### config.mk
export PLATFORM = sky130hd
export DESIGN_NAME = tcs_timers
export DESIGN_NICKNAME = d
export VERILOG_FILES = /design/src/hw/tcs_pkg.sv /design/src/hw/tcs_pin_sync.sv /design/src/hw/tcs_timers.sv
export SDC_FILE = /design/constraint.sdc
export NUM_CORES = 1
export LEC_CHECK = 0
export BUFFER_PORTS_ARGS = -buffer_cell sky130_fd_sc_hd__buf_2
export CORE_MARGIN = 2
export CORE_UTILIZATION = 30
export DETAILED_ROUTE_END_ITERATION = 8
export SYNTH_ARGS = -nofsm -noshare
export SYNTH_HDL_FRONTEND = slang
export SYNTH_SLANG_ARGS = --single-unit
### constraint.sdc
create_clock -name sys_clk -period 2.3 [get_ports sys_clk]
set_input_delay 0.23 -clock sys_clk [delete_from_list [all_inputs] [get_ports sys_clk]]
set_output_delay 0.23 -clock sys_clk [all_outputs]
set_load 0.05 [all_outputs]
### src/hw/tcs_pkg.sv
`default_nettype none
package tcs_pkg;
	// Register addresses on the special-function-register port
	localparam logic [7:0] ADDR_TMODE    = 8'h89;
	localparam logic [7:0] ADDR_TCTRL    = 8'h88;
	localparam logic [7:0] ADDR_T0_LOW   = 8'h8A;
	localparam logic [7:0] ADDR_T1_LOW   = 8'h8B;
	localparam logic [7:0] ADDR_T0_HIGH  = 8'h8C;
	localparam logic [7:0] ADDR_T1_HIGH  = 8'h8D;
	localparam logic [7:0] ADDR_PRESCALE = 8'h8E;
	localparam logic [7:0] ADDR_T2CTRL   = 8'hC8;
	localparam logic [7:0] ADDR_CAP_LOW  = 8'hCA;
	localparam logic [7:0] ADDR_CAP_HIGH = 8'hCB;
	localparam logic [7:0] ADDR_T2_LOW   = 8'hCC;
	localparam logic [7:0] ADDR_T2_HIGH  = 8'hCD;
	localparam logic [7:0] RESET_VALUE   = 8'h00;
	// Mode register fields
	localparam int T1_GATE_BIT = 7;
	localparam int T1_CT_BIT   = 6;
	localparam int T1_MODE_LSB = 4;
	localparam int T0_GATE_BIT = 3;
	localparam int T0_CT_BIT   = 2;
	localparam int T0_MODE_LSB = 0;
	// Timer control fields
	localparam int TF1_BIT = 7;
	localparam int TR1_BIT = 6;
	localparam int TF0_BIT = 5;
	localparam int TR0_BIT = 4;
	// Prescale control fields
	localparam int T0_CLKSEL_BIT = 3;
	localparam int T1_CLKSEL_BIT = 4;
	localparam int T2_CLKSEL_BIT = 5;
	// Timer 2 control fields
	localparam int TF2_BIT   = 7;
	localparam int TIMER2_EXTERNAL_FLAG_BIT  = 6;
	localparam int RCLK_BIT  = 5;
	localparam int TRANSMIT_BAUD_SELECT_BIT  = 4;
	localparam int TIMER2_EXTERNAL_ENABLE_BIT = 3;
	localparam int TR2_BIT   = 2;
	localparam int CT2_BIT   = 1;
	localparam int CPRL_BIT  = 0;
	// Mode codes for timers 0 and 1
	localparam logic [1:0] MODE_13BIT  = 2'b00;
	localparam logic [1:0] MODE_16BIT  = 2'b01;
	localparam logic [1:0] MODE_RELOAD = 2'b10;
	localparam logic [1:0] MODE_SPLIT  = 2'b11;
	localparam logic [4:0] LOW5_ONES   = 5'h1_F;
	localparam logic [7:0] BYTE_ONES   = 8'hFF;
	localparam logic [3:0] PRESC_LAST  = 4'hB;
	localparam int         PIN_COUNT   = 6;

	typedef struct packed {
		logic       ovf;
		logic [7:0] low;
		logic [7:0] high;
	} tcs_step_s;

	typedef struct packed {
		logic [7:0] tmode;
		logic [7:0] tctrl;
		logic [7:0] prescale;
		logic [7:0] t2ctrl;
		logic [7:0] t0_low;
		logic [7:0] t0_high;
		logic [7:0] t1_low;
		logic [7:0] t1_high;
		logic [7:0] t2_low;
		logic [7:0] t2_high;
		logic [7:0] cap_low;
		logic [7:0] cap_high;
		logic [3:0] presc_cnt;
		logic [7:0] rdata;
		logic       baud_tick;
		logic       adc_trig;
	} tcs_state_s;
endpackage : tcs_pkg
`default_nettype wire

### src/hw/tcs_pin_sync.sv
`default_nettype none
module tcs_pin_sync (
	input  wire logic sys_clk,
	input  wire logic reset,
	input  wire logic pin,
	output logic      level,
	output logic      fall
);
	logic meta_reg;
	logic level_reg;
	logic prev_reg;

	always_ff @(posedge sys_clk) begin
		if (reset) begin
			meta_reg  <= 1'b1;
			level_reg <= 1'b1;
			prev_reg  <= 1'b1;
		end else begin
			meta_reg  <= pin;
			level_reg <= meta_reg;
			prev_reg  <= level_reg;
		end
	end

	assign level = level_reg;
	// High sample then low sample
	assign fall  = prev_reg & ~level_reg;
endmodule : tcs_pin_sync
`default_nettype wire

### src/hw/tcs_timers.sv
// Function
// - Auto-reload: low byte counts, high byte holds the reload value.
// - Low byte wrap sets overflow flag and reloads from high byte.
// - Overflow flag requests interrupt when that timer's interrupt is enabled.
// - Timer 1 auto-reload identical to timer 0, configured with mode code 10 in its own mode field.
// - Counter-select picks prescaled clock ticks or falling edges on count pin.
// - Mode 00 13-bit, 01 16-bit, 10 reload, 11 split/stop.
// - Timer 2 is a 16-bit counter of low and high bytes.
// - Timer 2 clock divides by one or twelve, or counts pin edges.
// - Without baud bits, capture/reload bit picks capture or auto-reload.
// - Baud bits make timer 2 a baud generator, ignoring capture/reload bit.
// - Timer 2 run bit clear stops timer 2 entirely.
// - Capture pin falling edge copies timer 2 count into capture bytes.
// - Timer 2 wrap from all ones sets overflow flag and interrupt, except in baud mode.
// - Captures happen only while external-enable bit is set.
// - Timer 2 provides a trigger to start an analog conversion.
// - Timer 2 interrupt from overflow flag or external flag, own vector.
`default_nettype none
module tcs_timers (
	input  wire logic       sys_clk,
	input  wire logic       reset,
	input  wire logic [7:0] sfr_addr,
	input  wire logic [7:0] sfr_wdata,
	input  wire logic       sfr_wr,
	input  wire logic       sfr_rd,
	output logic      [7:0] sfr_rdata,
	input  wire logic       ext_irq0_pin,
	input  wire logic       ext_irq1_pin,
	input  wire logic       timer0_count_pin,
	input  wire logic       timer1_count_pin,
	input  wire logic       timer2_count_pin,
	input  wire logic       timer2_capture_pin,
	input  wire logic [2:0] timer_irq_enable,
	output logic            timer0_irq,
	output logic            timer1_irq,
	output logic            timer2_irq,
	output logic            timer2_baud_tick,
	output logic            timer2_adc_trigger
);
	tcs_pkg::tcs_state_s s_reg;
	tcs_pkg::tcs_state_s s_next;
	logic [tcs_pkg::PIN_COUNT-1:0] pin_raw;
	logic [tcs_pkg::PIN_COUNT-1:0] pin_level;
	logic [tcs_pkg::PIN_COUNT-1:0] pin_fall;

	////////////////////////////////////////////////////////////////////////////////
	// Pin synchronisers: irq0, irq1, count0, count1, count2, capture

	assign pin_raw = {timer2_capture_pin, timer2_count_pin, timer1_count_pin,
		timer0_count_pin, ext_irq1_pin, ext_irq0_pin};

	for (genvar i = 0; i < tcs_pkg::PIN_COUNT; i++) begin : g_sync
		tcs_pin_sync u_sync (
			.sys_clk (sys_clk),
			.reset   (reset),
			.pin     (pin_raw[i]),
			.level   (pin_level[i]),
			.fall    (pin_fall[i])
		);
	end

	////////////////////////////////////////////////////////////////////////////////
	// Helpers

	function automatic tcs_pkg::tcs_step_s step(input logic [1:0] mode,
			input logic [7:0] low, input logic [7:0] high);
		tcs_pkg::tcs_step_s r;
		logic [12:0] c13;
		r = '{ovf: 1'b0, low: low, high: high};
		c13 = {high, low[4:0]};
		unique case (mode)
			tcs_pkg::MODE_13BIT: begin
				r.ovf = (high == tcs_pkg::BYTE_ONES) && (low[4:0] == tcs_pkg::LOW5_ONES);
				c13 = c13 + 13'd1;
				r.low = {low[7:5], c13[4:0]};
				r.high = c13[12:5];
			end
			tcs_pkg::MODE_16BIT: begin
				r.ovf = (high == tcs_pkg::BYTE_ONES) && (low == tcs_pkg::BYTE_ONES);
				{r.high, r.low} = {high, low} + 16'd1;
			end
			tcs_pkg::MODE_RELOAD, tcs_pkg::MODE_SPLIT: begin
				r.ovf = (low == tcs_pkg::BYTE_ONES);
				// Reload on wrap, high byte untouched
				r.low = r.ovf ? high : low + 8'd1;
			end
		endcase
		return r;
	endfunction : step

	function automatic logic src_tick(input logic ct, input logic fast,
			input logic pin_edge, input logic div12);
		return ct ? pin_edge : (fast | div12);
	endfunction : src_tick

	////////////////////////////////////////////////////////////////////////////////
	// Next state

	always_comb begin
		logic div12;
		logic run0;
		logic run1;
		logic tick0;
		logic tick1;
		logic tick_hi;
		logic tick2;
		logic set_tf0;
		logic set_tf1;
		logic set_tf2;
		logic set_timer2_external_flag;
		logic baud_mode;
		logic t2_wrap;
		logic ext_ev;
		logic [1:0] mode0;
		logic [1:0] mode1;
		logic [15:0] t2_inc;
		tcs_pkg::tcs_step_s st0;
		tcs_pkg::tcs_step_s st1;
		s_next = s_reg;
		s_next.baud_tick = 1'b0;
		s_next.adc_trig = 1'b0;
		set_tf0 = 1'b0;
		set_tf1 = 1'b0;
		set_tf2 = 1'b0;
		set_timer2_external_flag = 1'b0;
		div12 = (s_reg.presc_cnt == tcs_pkg::PRESC_LAST);
		s_next.presc_cnt = div12 ? 4'h0 : s_reg.presc_cnt + 4'h1;
		mode0 = s_reg.tmode[tcs_pkg::T0_MODE_LSB +: 2];
		mode1 = s_reg.tmode[tcs_pkg::T1_MODE_LSB +: 2];
		// Gate qualifies run with the external irq level
		run0 = s_reg.tctrl[tcs_pkg::TR0_BIT]
			& (~s_reg.tmode[tcs_pkg::T0_GATE_BIT] | pin_level[0]);
		run1 = s_reg.tctrl[tcs_pkg::TR1_BIT]
			& (~s_reg.tmode[tcs_pkg::T1_GATE_BIT] | pin_level[1]);
		tick0 = run0 & src_tick(s_reg.tmode[tcs_pkg::T0_CT_BIT],
			s_reg.prescale[tcs_pkg::T0_CLKSEL_BIT], pin_fall[2], div12);
		tick1 = run1 & src_tick(s_reg.tmode[tcs_pkg::T1_CT_BIT],
			s_reg.prescale[tcs_pkg::T1_CLKSEL_BIT], pin_fall[3], div12);
		// Split mode high byte borrows timer 1 run bit, timer 0 clock
		tick_hi = s_reg.tctrl[tcs_pkg::TR1_BIT]
			& (s_reg.prescale[tcs_pkg::T0_CLKSEL_BIT] | div12);

		st0 = step(mode0, s_reg.t0_low, s_reg.t0_high);
		st1 = step(mode1, s_reg.t1_low, s_reg.t1_high);
		if (tick0) begin
			s_next.t0_low = st0.low;
			if (mode0 != tcs_pkg::MODE_SPLIT) begin
				s_next.t0_high = st0.high;
			end else begin
				s_next.t0_low = s_reg.t0_low + 8'd1;
			end
			set_tf0 = st0.ovf;
		end
		if (mode0 == tcs_pkg::MODE_SPLIT && tick_hi) begin
			s_next.t0_high = s_reg.t0_high + 8'd1;
			set_tf1 = (s_reg.t0_high == tcs_pkg::BYTE_ONES);
		end
		// Mode 11 holds timer 1
		if (tick1 && mode1 != tcs_pkg::MODE_SPLIT) begin
			s_next.t1_low = st1.low;
			s_next.t1_high = st1.high;
			set_tf1 = set_tf1 | st1.ovf;
		end

		// Timer 2
		baud_mode = s_reg.t2ctrl[tcs_pkg::RCLK_BIT] | s_reg.t2ctrl[tcs_pkg::TRANSMIT_BAUD_SELECT_BIT];
		tick2 = s_reg.t2ctrl[tcs_pkg::TR2_BIT] & src_tick(s_reg.t2ctrl[tcs_pkg::CT2_BIT],
			s_reg.prescale[tcs_pkg::T2_CLKSEL_BIT], pin_fall[4], div12);
		t2_wrap = tick2 && ({s_reg.t2_high, s_reg.t2_low} == 16'hFFFF);
		t2_inc = {s_reg.t2_high, s_reg.t2_low} + 16'd1;
		ext_ev = s_reg.t2ctrl[tcs_pkg::TR2_BIT] & s_reg.t2ctrl[tcs_pkg::TIMER2_EXTERNAL_ENABLE_BIT]
			& pin_fall[5] & ~baud_mode;
		if (tick2) begin
			{s_next.t2_high, s_next.t2_low} = t2_inc;
		end
		if (t2_wrap) begin
			s_next.adc_trig = 1'b1;
			if (baud_mode) begin
				s_next.baud_tick = 1'b1;
				{s_next.t2_high, s_next.t2_low} = {s_reg.cap_high, s_reg.cap_low};
			end else begin
				set_tf2 = 1'b1;
				if (!s_reg.t2ctrl[tcs_pkg::CPRL_BIT]) begin
					{s_next.t2_high, s_next.t2_low} = {s_reg.cap_high, s_reg.cap_low};
				end
			end
		end
		if (ext_ev) begin
			set_timer2_external_flag = 1'b1;
			if (s_reg.t2ctrl[tcs_pkg::CPRL_BIT]) begin
				s_next.cap_high = s_reg.t2_high;
				s_next.cap_low = s_reg.t2_low;
			end else begin
				{s_next.t2_high, s_next.t2_low} = {s_reg.cap_high, s_reg.cap_low};
			end
		end

		// Software writes override the counters
		if (sfr_wr) begin
			unique case (sfr_addr)
				tcs_pkg::ADDR_TMODE:    s_next.tmode = sfr_wdata;
				tcs_pkg::ADDR_TCTRL:    s_next.tctrl = sfr_wdata;
				tcs_pkg::ADDR_PRESCALE: s_next.prescale = sfr_wdata;
				tcs_pkg::ADDR_T2CTRL:   s_next.t2ctrl = sfr_wdata;
				tcs_pkg::ADDR_T0_LOW:   s_next.t0_low = sfr_wdata;
				tcs_pkg::ADDR_T0_HIGH:  s_next.t0_high = sfr_wdata;
				tcs_pkg::ADDR_T1_LOW:   s_next.t1_low = sfr_wdata;
				tcs_pkg::ADDR_T1_HIGH:  s_next.t1_high = sfr_wdata;
				tcs_pkg::ADDR_T2_LOW:   s_next.t2_low = sfr_wdata;
				tcs_pkg::ADDR_T2_HIGH:  s_next.t2_high = sfr_wdata;
				tcs_pkg::ADDR_CAP_LOW:  s_next.cap_low = sfr_wdata;
				tcs_pkg::ADDR_CAP_HIGH: s_next.cap_high = sfr_wdata;
				default: ;
			endcase
		end
		// Hardware set beats a same-cycle software clear; only software clears
		if (set_tf0) s_next.tctrl[tcs_pkg::TF0_BIT] = 1'b1;
		if (set_tf1) s_next.tctrl[tcs_pkg::TF1_BIT] = 1'b1;
		if (set_tf2) s_next.t2ctrl[tcs_pkg::TF2_BIT] = 1'b1;
		if (set_timer2_external_flag) s_next.t2ctrl[tcs_pkg::TIMER2_EXTERNAL_FLAG_BIT] = 1'b1;

		s_next.rdata = tcs_pkg::RESET_VALUE;
		if (sfr_rd) begin
			unique case (sfr_addr)
				tcs_pkg::ADDR_TMODE:    s_next.rdata = s_reg.tmode;
				tcs_pkg::ADDR_TCTRL:    s_next.rdata = s_reg.tctrl;
				tcs_pkg::ADDR_PRESCALE: s_next.rdata = s_reg.prescale;
				tcs_pkg::ADDR_T2CTRL:   s_next.rdata = s_reg.t2ctrl;
				tcs_pkg::ADDR_T0_LOW:   s_next.rdata = s_reg.t0_low;
				tcs_pkg::ADDR_T0_HIGH:  s_next.rdata = s_reg.t0_high;
				tcs_pkg::ADDR_T1_LOW:   s_next.rdata = s_reg.t1_low;
				tcs_pkg::ADDR_T1_HIGH:  s_next.rdata = s_reg.t1_high;
				tcs_pkg::ADDR_T2_LOW:   s_next.rdata = s_reg.t2_low;
				tcs_pkg::ADDR_T2_HIGH:  s_next.rdata = s_reg.t2_high;
				tcs_pkg::ADDR_CAP_LOW:  s_next.rdata = s_reg.cap_low;
				tcs_pkg::ADDR_CAP_HIGH: s_next.rdata = s_reg.cap_high;
				default: ;
			endcase
		end
	end

	always_ff @(posedge sys_clk) begin
		if (reset) begin
			s_reg <= '0;
		end else begin
			s_reg <= s_next;
		end
	end

	////////////////////////////////////////////////////////////////////////////////
	// Outputs

	assign sfr_rdata          = s_reg.rdata;
	assign timer0_irq         = timer_irq_enable[0] & s_reg.tctrl[tcs_pkg::TF0_BIT];
	assign timer1_irq         = timer_irq_enable[1] & s_reg.tctrl[tcs_pkg::TF1_BIT];
	assign timer2_irq         = timer_irq_enable[2] & (s_reg.t2ctrl[tcs_pkg::TF2_BIT]
		| s_reg.t2ctrl[tcs_pkg::TIMER2_EXTERNAL_FLAG_BIT]);
	assign timer2_baud_tick   = s_reg.baud_tick;
	assign timer2_adc_trigger = s_reg.adc_trig;
endmodule : tcs_timers
`default_nettype wire

==> results of run 1 <==
==> synthesized netlist by cell type, types with 5 or more instances <==
| library cell | count |
|---|---|
| and2_1 | 10 |
| nand2b_1 | 15 |
| o21ai_0 | 14 |
| and4_1 | 6 |
| nand2_1 | 94 |
| mux2i_1 | 43 |
| nor2_1 | 110 |
| a211oi_1 | 34 |
| inv_1 | 22 |
| nand4_1 | 16 |
| nor3_1 | 20 |
| a211o_1 | 13 |
| o22ai_1 | 16 |
| buf_4 | 10 |
| nor4_2 | 5 |
| xnor2_1 | 15 |
| xor2_1 | 10 |
| nand3_1 | 38 |
| or2_2 | 20 |
| a21o_1 | 6 |
| o211ai_1 | 5 |
| a21oi_1 | 75 |
| clkbuf_1 | 44 |
| dfxtp_1 | 126 |
| and3_1 | 11 |
| ha_1 | 7 |
| buf_2 | 17 |
| a22oi_1 | 16 |
==> worst paths after layout <==
path / endpoint / slack, ns / cells after the start
max reg2reg: s_reg[77] / 0.13 / 7
min reg2reg: g_sync[5].u_sync.level / 0.41 / 1
min: s_reg[60] / 0.16 / 2
max: s_reg[77] / 0.13 / 7
==> placed cells by master, fill, tap and decap left out, types with 7 or more instances in the layout <==
cell type / netlist / routed
a211o_1: 13 / 13
a211oi_1: 34 / 34
a21oi_1: 75 / 75
a22oi_1: 16 / 16
and2_1: 10 / 10
and3_1: 11 / 11
buf_2: 17 / 40
buf_4: 10 / 55
clkbuf_16: 0 / 17
dfxtp_1: 126 / 126
ha_1: 7 / 7
inv_1: 22 / 22
mux2i_1: 43 / 43
nand2_1: 94 / 94
nand2b_1: 15 / 15
nand3_1: 38 / 38
nand4_1: 16 / 16
nor2_1: 110 / 110
nor3_1: 20 / 20
o21ai_0: 14 / 14
o22ai_1: 16 / 16
or2_2: 20 / 20
xnor2_1: 15 / 15
xor2_1: 10 / 10
==> stage by stage <==
step	worst slack, ns	total power [mW]	hold WS [ns]	cells
2_1_floorplan	0.407	2.40	0.334	931
3_3_place_gp	0.203	2.52	0.396	1273
3_5_place_dp	0.134	2.52	0.392	1273
4_1_cts	0.129	5.39	0.146	1311
5_1_grt	0.0213	5.53	0.174	1311
6_report	0.126	5.36	0.161	1311
==> worst max-delay path, delay by kind of cell, from the launching register on <==
| family | cells | cell delay (ns) |
|---|---|---|
| simple gates | 3 | 0.73 |
| flops | 1 | 0.35 |
| fa+ha+maj | 1 | 0.20 |
| compound gates | 3 | 0.76 |
==> routing by layer <==
| layer | wire (um) | vias to the layer above | part of all wire [%] | GRT usage (%) |
|---|---|---|---|---|
| li1 | - | 3455 | - | - |
| met1 | 11800 | 3497 | 46 | 28.4 |
| met2 | 11400 | 311 | 44 | 30.0 |
| met3 | 1890 | 47 | 7.3 | 3.50 |
| met4 | 709 | 0 | 2.7 | 7.52 |
| met5 | 0 | - | 0 | 0 |
==> logic make-up after synthesis <==
kind of cell,Yosys count,synth area share (%)
AND/OR/NAND/NOR,387,26.8
multiplexers,48,6.67
buffers and inverters,102,6.37
flip-flops,126,33.8
XOR/XNOR,25,2.93
AO/OA/AOI/OAI,236,22.3
adder cells (fa/ha/maj),7,1.17
==> timing repair <==
action / CTS / global route
resized for setup: 0 / 0
endpoints found under the hold margin: 6 / 0
hold buffers: 6 / 0
==> power by group <==
part	switching [mW]	total [mW]	internal (mW)
sequential	0.0138	2.22	2.20
clock	1.06	2.87	1.81
combinational	0.181	0.265	0.0842
total	1.26	5.36	4.10
==> final cells by class <==
cell class	instances	area, um2	area share, %
well taps	324	405	4.60
clock buffers	18	429	4.87
clock inverters	14	190	2.16
flip-flops and latches	126	2520	28.6
multi-input cells	703	4470	50.7
inverters	23	86.3	0.979
repair buffers	103	713	8.09
==> impl_metrics.csv, run 1 <==
group,metric,value,unit
outcome,run_status,"completed",
final_layout,area_growth,18.1,%
floorplanning,initial_core_util,30.6,%
setup_path,critPathMaxStageDelay,0.39,ns
final_layout,stdcell_area,8820,um2
clock_network,htree_levels,4,
pwr,power.density,607,nW/um2
routing,drc,0,
place,placed_cell_area,8140,um2
setup_path,cp-end-kind,"register",
floorplanning,die_w,162,um
setup_path,critPathLaunch,"s_reg[10]",
final_layout,largest_reg_flops,100,
yosys,netlist.area_leader.share,33.8,%
global_route,grt_pass1_vias,6678,
timing,worst_slew_pin_slew,0.524,ns
yosys,synth_area_leaders,"dfxtp_1, mux2i_1, nor2_1, a21oi_1, nand2_1",
setup_path,cp_slowest_cell,"a222oi_1",
global_route,grt_remaining_overflow,0,
pwr,vdd_ir_drop_max,0.453,mV
setup_path,crit_arrival,2.47,ns
place,io_buffers,41,
min_path,worstHoldStart,"reset",
yosys,async_flop_share,0,%
routing,routed_wl,25800,um
timing,rsz0062_at_grt,"no",
pwr,leakagePower,3.26,nW
global_route,grt_usage,19.9,%
setup_path,critPathLaunchType,"register",
clock_network,cts_root_buf,"clkbuf_16",
setup_path,cp_cell_sequence,"ha_1 -> and3b_4 -> or3_1 -> nand2_1 -> a21o_1 -> a222oi_1 -> a21oi_1",
yosys,yosys_warnings,0,
setup_path,required,2.60,ns
yosys,ys_seq_area_share,33.8,%
timing,fin_crit_sh,94.5,%
setup_path,cp_max_fo,7,
routing,drtIter0Drc,764,
final_layout,final_util,36.1,%
floorplanning,die_area,26200,um2
min_path,hold_class,"input pin to register",
floorplanning,io_pins,42,
clock_network,clk-insertion-delay-late,0.43,ns
routing,wire_per_inst,19.7,um
clock_network,cts_buffers,17,
timing,maxSlewHeadroom,65.1,%
place,hpwl,18300,um
yosys,synth.cell_area,7470,um2
routing,vias_per_cell,5.58,
timing,hold_violations,0,
final_layout,drive_gt1_share,18.4,%
yosys,syn_nets,967,
timing,fmax,460,MHz
yosys,ys.flop_type,"dfxtp_1",
clock_network,cts.sinks,126,
routing,first_pass_iters,6,
clock_network,cts_tree,"done",
routing,antenna_left,0,
clock_network,clkTransAtPathRegs,0.06,ns
setup_path,regToRegStartpoint,"s_reg[10]",
routing,routed-via-count,7310,
yosys,synth_area_leader_cell,"dfxtp_1",
global_route,grt_max_degree,54,
yosys,synth_seq_cells,126,
yosys,synth_cells,931,
run,timing.max_cap.violations,0,
timing,finalClockSkew,0.00729,ns
timing,drv_slew,0,
global_route,grt_antenna_before_repair,0,
setup_path,crit_type,"register to register",
final_layout,n_fill_cell,2590,
yosys,synth.avg_cell_area,8.02,um2
floorplanning,core.rowCount,57,
clock_network,clockBufferDepth,2,
floorplanning,core_area,24400,um2
clock_network,post_cts_buffers,0,
final_layout,antenna_cells,0,
yosys,synth_cell_type_count,86,
final_layout,nNetsFinal,1010,
global_route,grt_pass1_wl,40300,um
place,gp_congestion,0.926,
floorplanning,die_h,162,um
timing,layout_min_cycle_time,2.17,ns
timing,setup_viol,0,
timing,setup_tns,0,ns
yosys,synth_edf_count,0,
No activity file was read; power rests on OpenSTA's default activity.
==> inputs of run 2 (changes only) <==
--- a/config.mk
+++ b/config.mk
@@ -6,9 +6,10 @@
 export NUM_CORES = 1
 export LEC_CHECK = 0
 export BUFFER_PORTS_ARGS = -buffer_cell sky130_fd_sc_hd__buf_2
-export CORE_MARGIN = 2
+export CORE_MARGIN = 3
 export CORE_UTILIZATION = 30
 export DETAILED_ROUTE_END_ITERATION = 8
+export SETUP_SLACK_MARGIN = 0.3
 export SYNTH_ARGS = -nofsm -noshare
 export SYNTH_HDL_FRONTEND = slang
 export SYNTH_SLANG_ARGS = --single-unit
==> impl_metrics.csv, run 2 (synthesized netlist as in run 1, its figures left out) <==
group,metric,value,unit
outcome,run_status,"completed",
final_layout,nNetsFinal,1021,
routing,first_pass_iters,5,
final_layout,final_common_cell,"dfxtp_1",
timing,fmax,499,MHz
floorplanning,io_pins,42,
clock_network,clkTransAtPathRegs,0.06,ns
floorplanning,die_w,164,um
timing,drv_slew,0,
place,io_buffers,41,
timing,worst_slew_pin_slew,0.566,ns
clock_network,cts.sinks,126,
routing,drtIter0Drc,826,
setup_path,ff2ff_path_depth,9,
timing,fin_hold_ws,0.126,ns
routing,vias_per_cell,5.66,
final_layout,final_cell_mix,"dfxtp_1, nor2_1, nand2_1",
pwr,power.density,564,nW/um2
pwr,vdd_ir_drop_max,0.441,mV
final_layout,area_growth,21.9,%
timing,hold_violations,0,
final_layout,largest_reg_flops,100,
routing,drc,0,
place,gp_congestion,0.947,
clock_network,cts_buffers,17,
place,hpwl,18000,um
run,timing.max_cap.violations,0,
setup_path,rr_endpoint,"s_reg[43]",
global_route,grt_pass1_vias,6816,
routing,routed_wl,26300,um
final_layout,n_fill_cell,2535,
global_route,grt_pass1_wl,39700,um
setup_path,regToRegStartpoint,"s_reg[10]",
timing,fin_crit_sh,87.2,%
setup_path,required,2.66,ns
floorplanning,die_h,164,um
pwr,leakagePower,3.31,nW
global_route,grt_remaining_overflow,0,
routing,routed-via-count,7472,
routing,antenna_left,0,
min_path,worstHoldStart,"reset",
timing,layout_min_cycle_time,2.01,ns
setup_path,crit_arrival,2.36,ns
timing,setup_viol,0,
min_path,min_path_cells,2,
timing,rsz0062_at_grt,"yes",
final_layout,drive_gt1_share,23.9,%
setup_path,cp-end-kind,"register",
clock_network,cts_root_buf,"clkbuf_16",
setup_path,cp_max_fo,8,
clock_network,cts_tree,"done",
timing,maxSlewHeadroom,62.0,%
floorplanning,initial_core_util,30.6,%
setup_path,rrSetupSlack,0.29,ns
final_layout,ff_latch_area,2550,um2
final_layout,multi_input_area,4620,um2
routing,wire_per_inst,19.9,um
timing,setup_tns,0,ns
setup_path,crit_type,"register to register",
final_layout,antenna_cells,0,
clock_network,clockBufferDepth,2,
min_path,hold_class,"input pin to register",
place,place_ws,0.159,ns
clock_network,htree_levels,4,
floorplanning,core.rowCount,57,
timing,setup_slack,0.295,ns
floorplanning,die_area,26800,um2
setup_path,critPathLaunchType,"register",
timing,finalClockSkew,0.0133,ns
clock_network,clk-insertion-delay-late,0.43,ns
global_route,grt_max_degree,80,
global_route,grt_antenna_before_repair,0,
global_route,grt_usage,19.2,%
min_path,min_to,"s_reg[46]",
floorplanning,core_area,24400,um2
run 2: cell type report:
class	count	share of cell area (%)
clock inverter	11	1.20
clock buffer	20	5.13
sequential	126	28.0
inverter	23	0.949
timing repair buffer	114	9.50
multi-input combinational	703	50.8
tap	324	4.45
run 2: what timing repair did:
action	4_1_cts	5_1_grt
hold endpoints to repair	6	0
setup endpoints to repair	26	43
hold buffers	6	0
pin swaps	22	14
buffers inserted	12	3
gates cloned	2	1
resized for setup	14	44
run 2: worst max path at each step:
stage                           start         to  depth (start not counted)
after floorplan             s_reg[10]  s_reg[37]                          9
after global placement      s_reg[10]  s_reg[77]                          7
after detailed placement  sfr_addr[5]  s_reg[63]                          6
after CTS                   s_reg[10]  s_reg[42]                          9
after global routing        s_reg[10]  s_reg[43]                          9
final                       s_reg[10]  s_reg[43]                          9
run 2: routing by layer:
| metal | up-vias | GRT usage [%] | part of all wire [%] |
|---|---|---|---|
| met2 | 373 | 30.0 | 45 |
| met1 | 3566 | 26.8 | 43 |
| li1 | 3480 | - | - |
| met3 | 53 | 4.34 | 9.5 |
| met5 | - | 0 | 0 |
| met4 | 0 | 5.19 | 1.9 |
run 2: where the power goes:
part           internal [mW]  total [mW]  switching (mW)  leakage (nW)
logic                 0.0900       0.273           0.183          2.01
clock network           1.58        2.64            1.07         0.272
registers               2.20        2.22          0.0165          1.03
run 2: critical path, cell delays in order (launching register included):
cell and delay (ns):
dfxtp_2 0.33, ha_4 0.16, and3b_4 0.19, o221a_1 0.28, buf_12 0.15, a31oi_4 0.22
buf_8 0.17, nor2_2 0.03, a211o_1 0.28, a21oi_2 0.12
run 2: stage by stage:
step	std cells	instance area [um2]	utilization (%)	total power, mW
after CTS	1317	8920	36.6	5.16
after global placement	1266	8110	33.3	2.52
final	1321	9100	37.3	5.13
after global routing	1321	9100	37.3	5.28
after detailed placement	1266	8110	33.3	2.52
after floorplan	931	7470	-	2.40
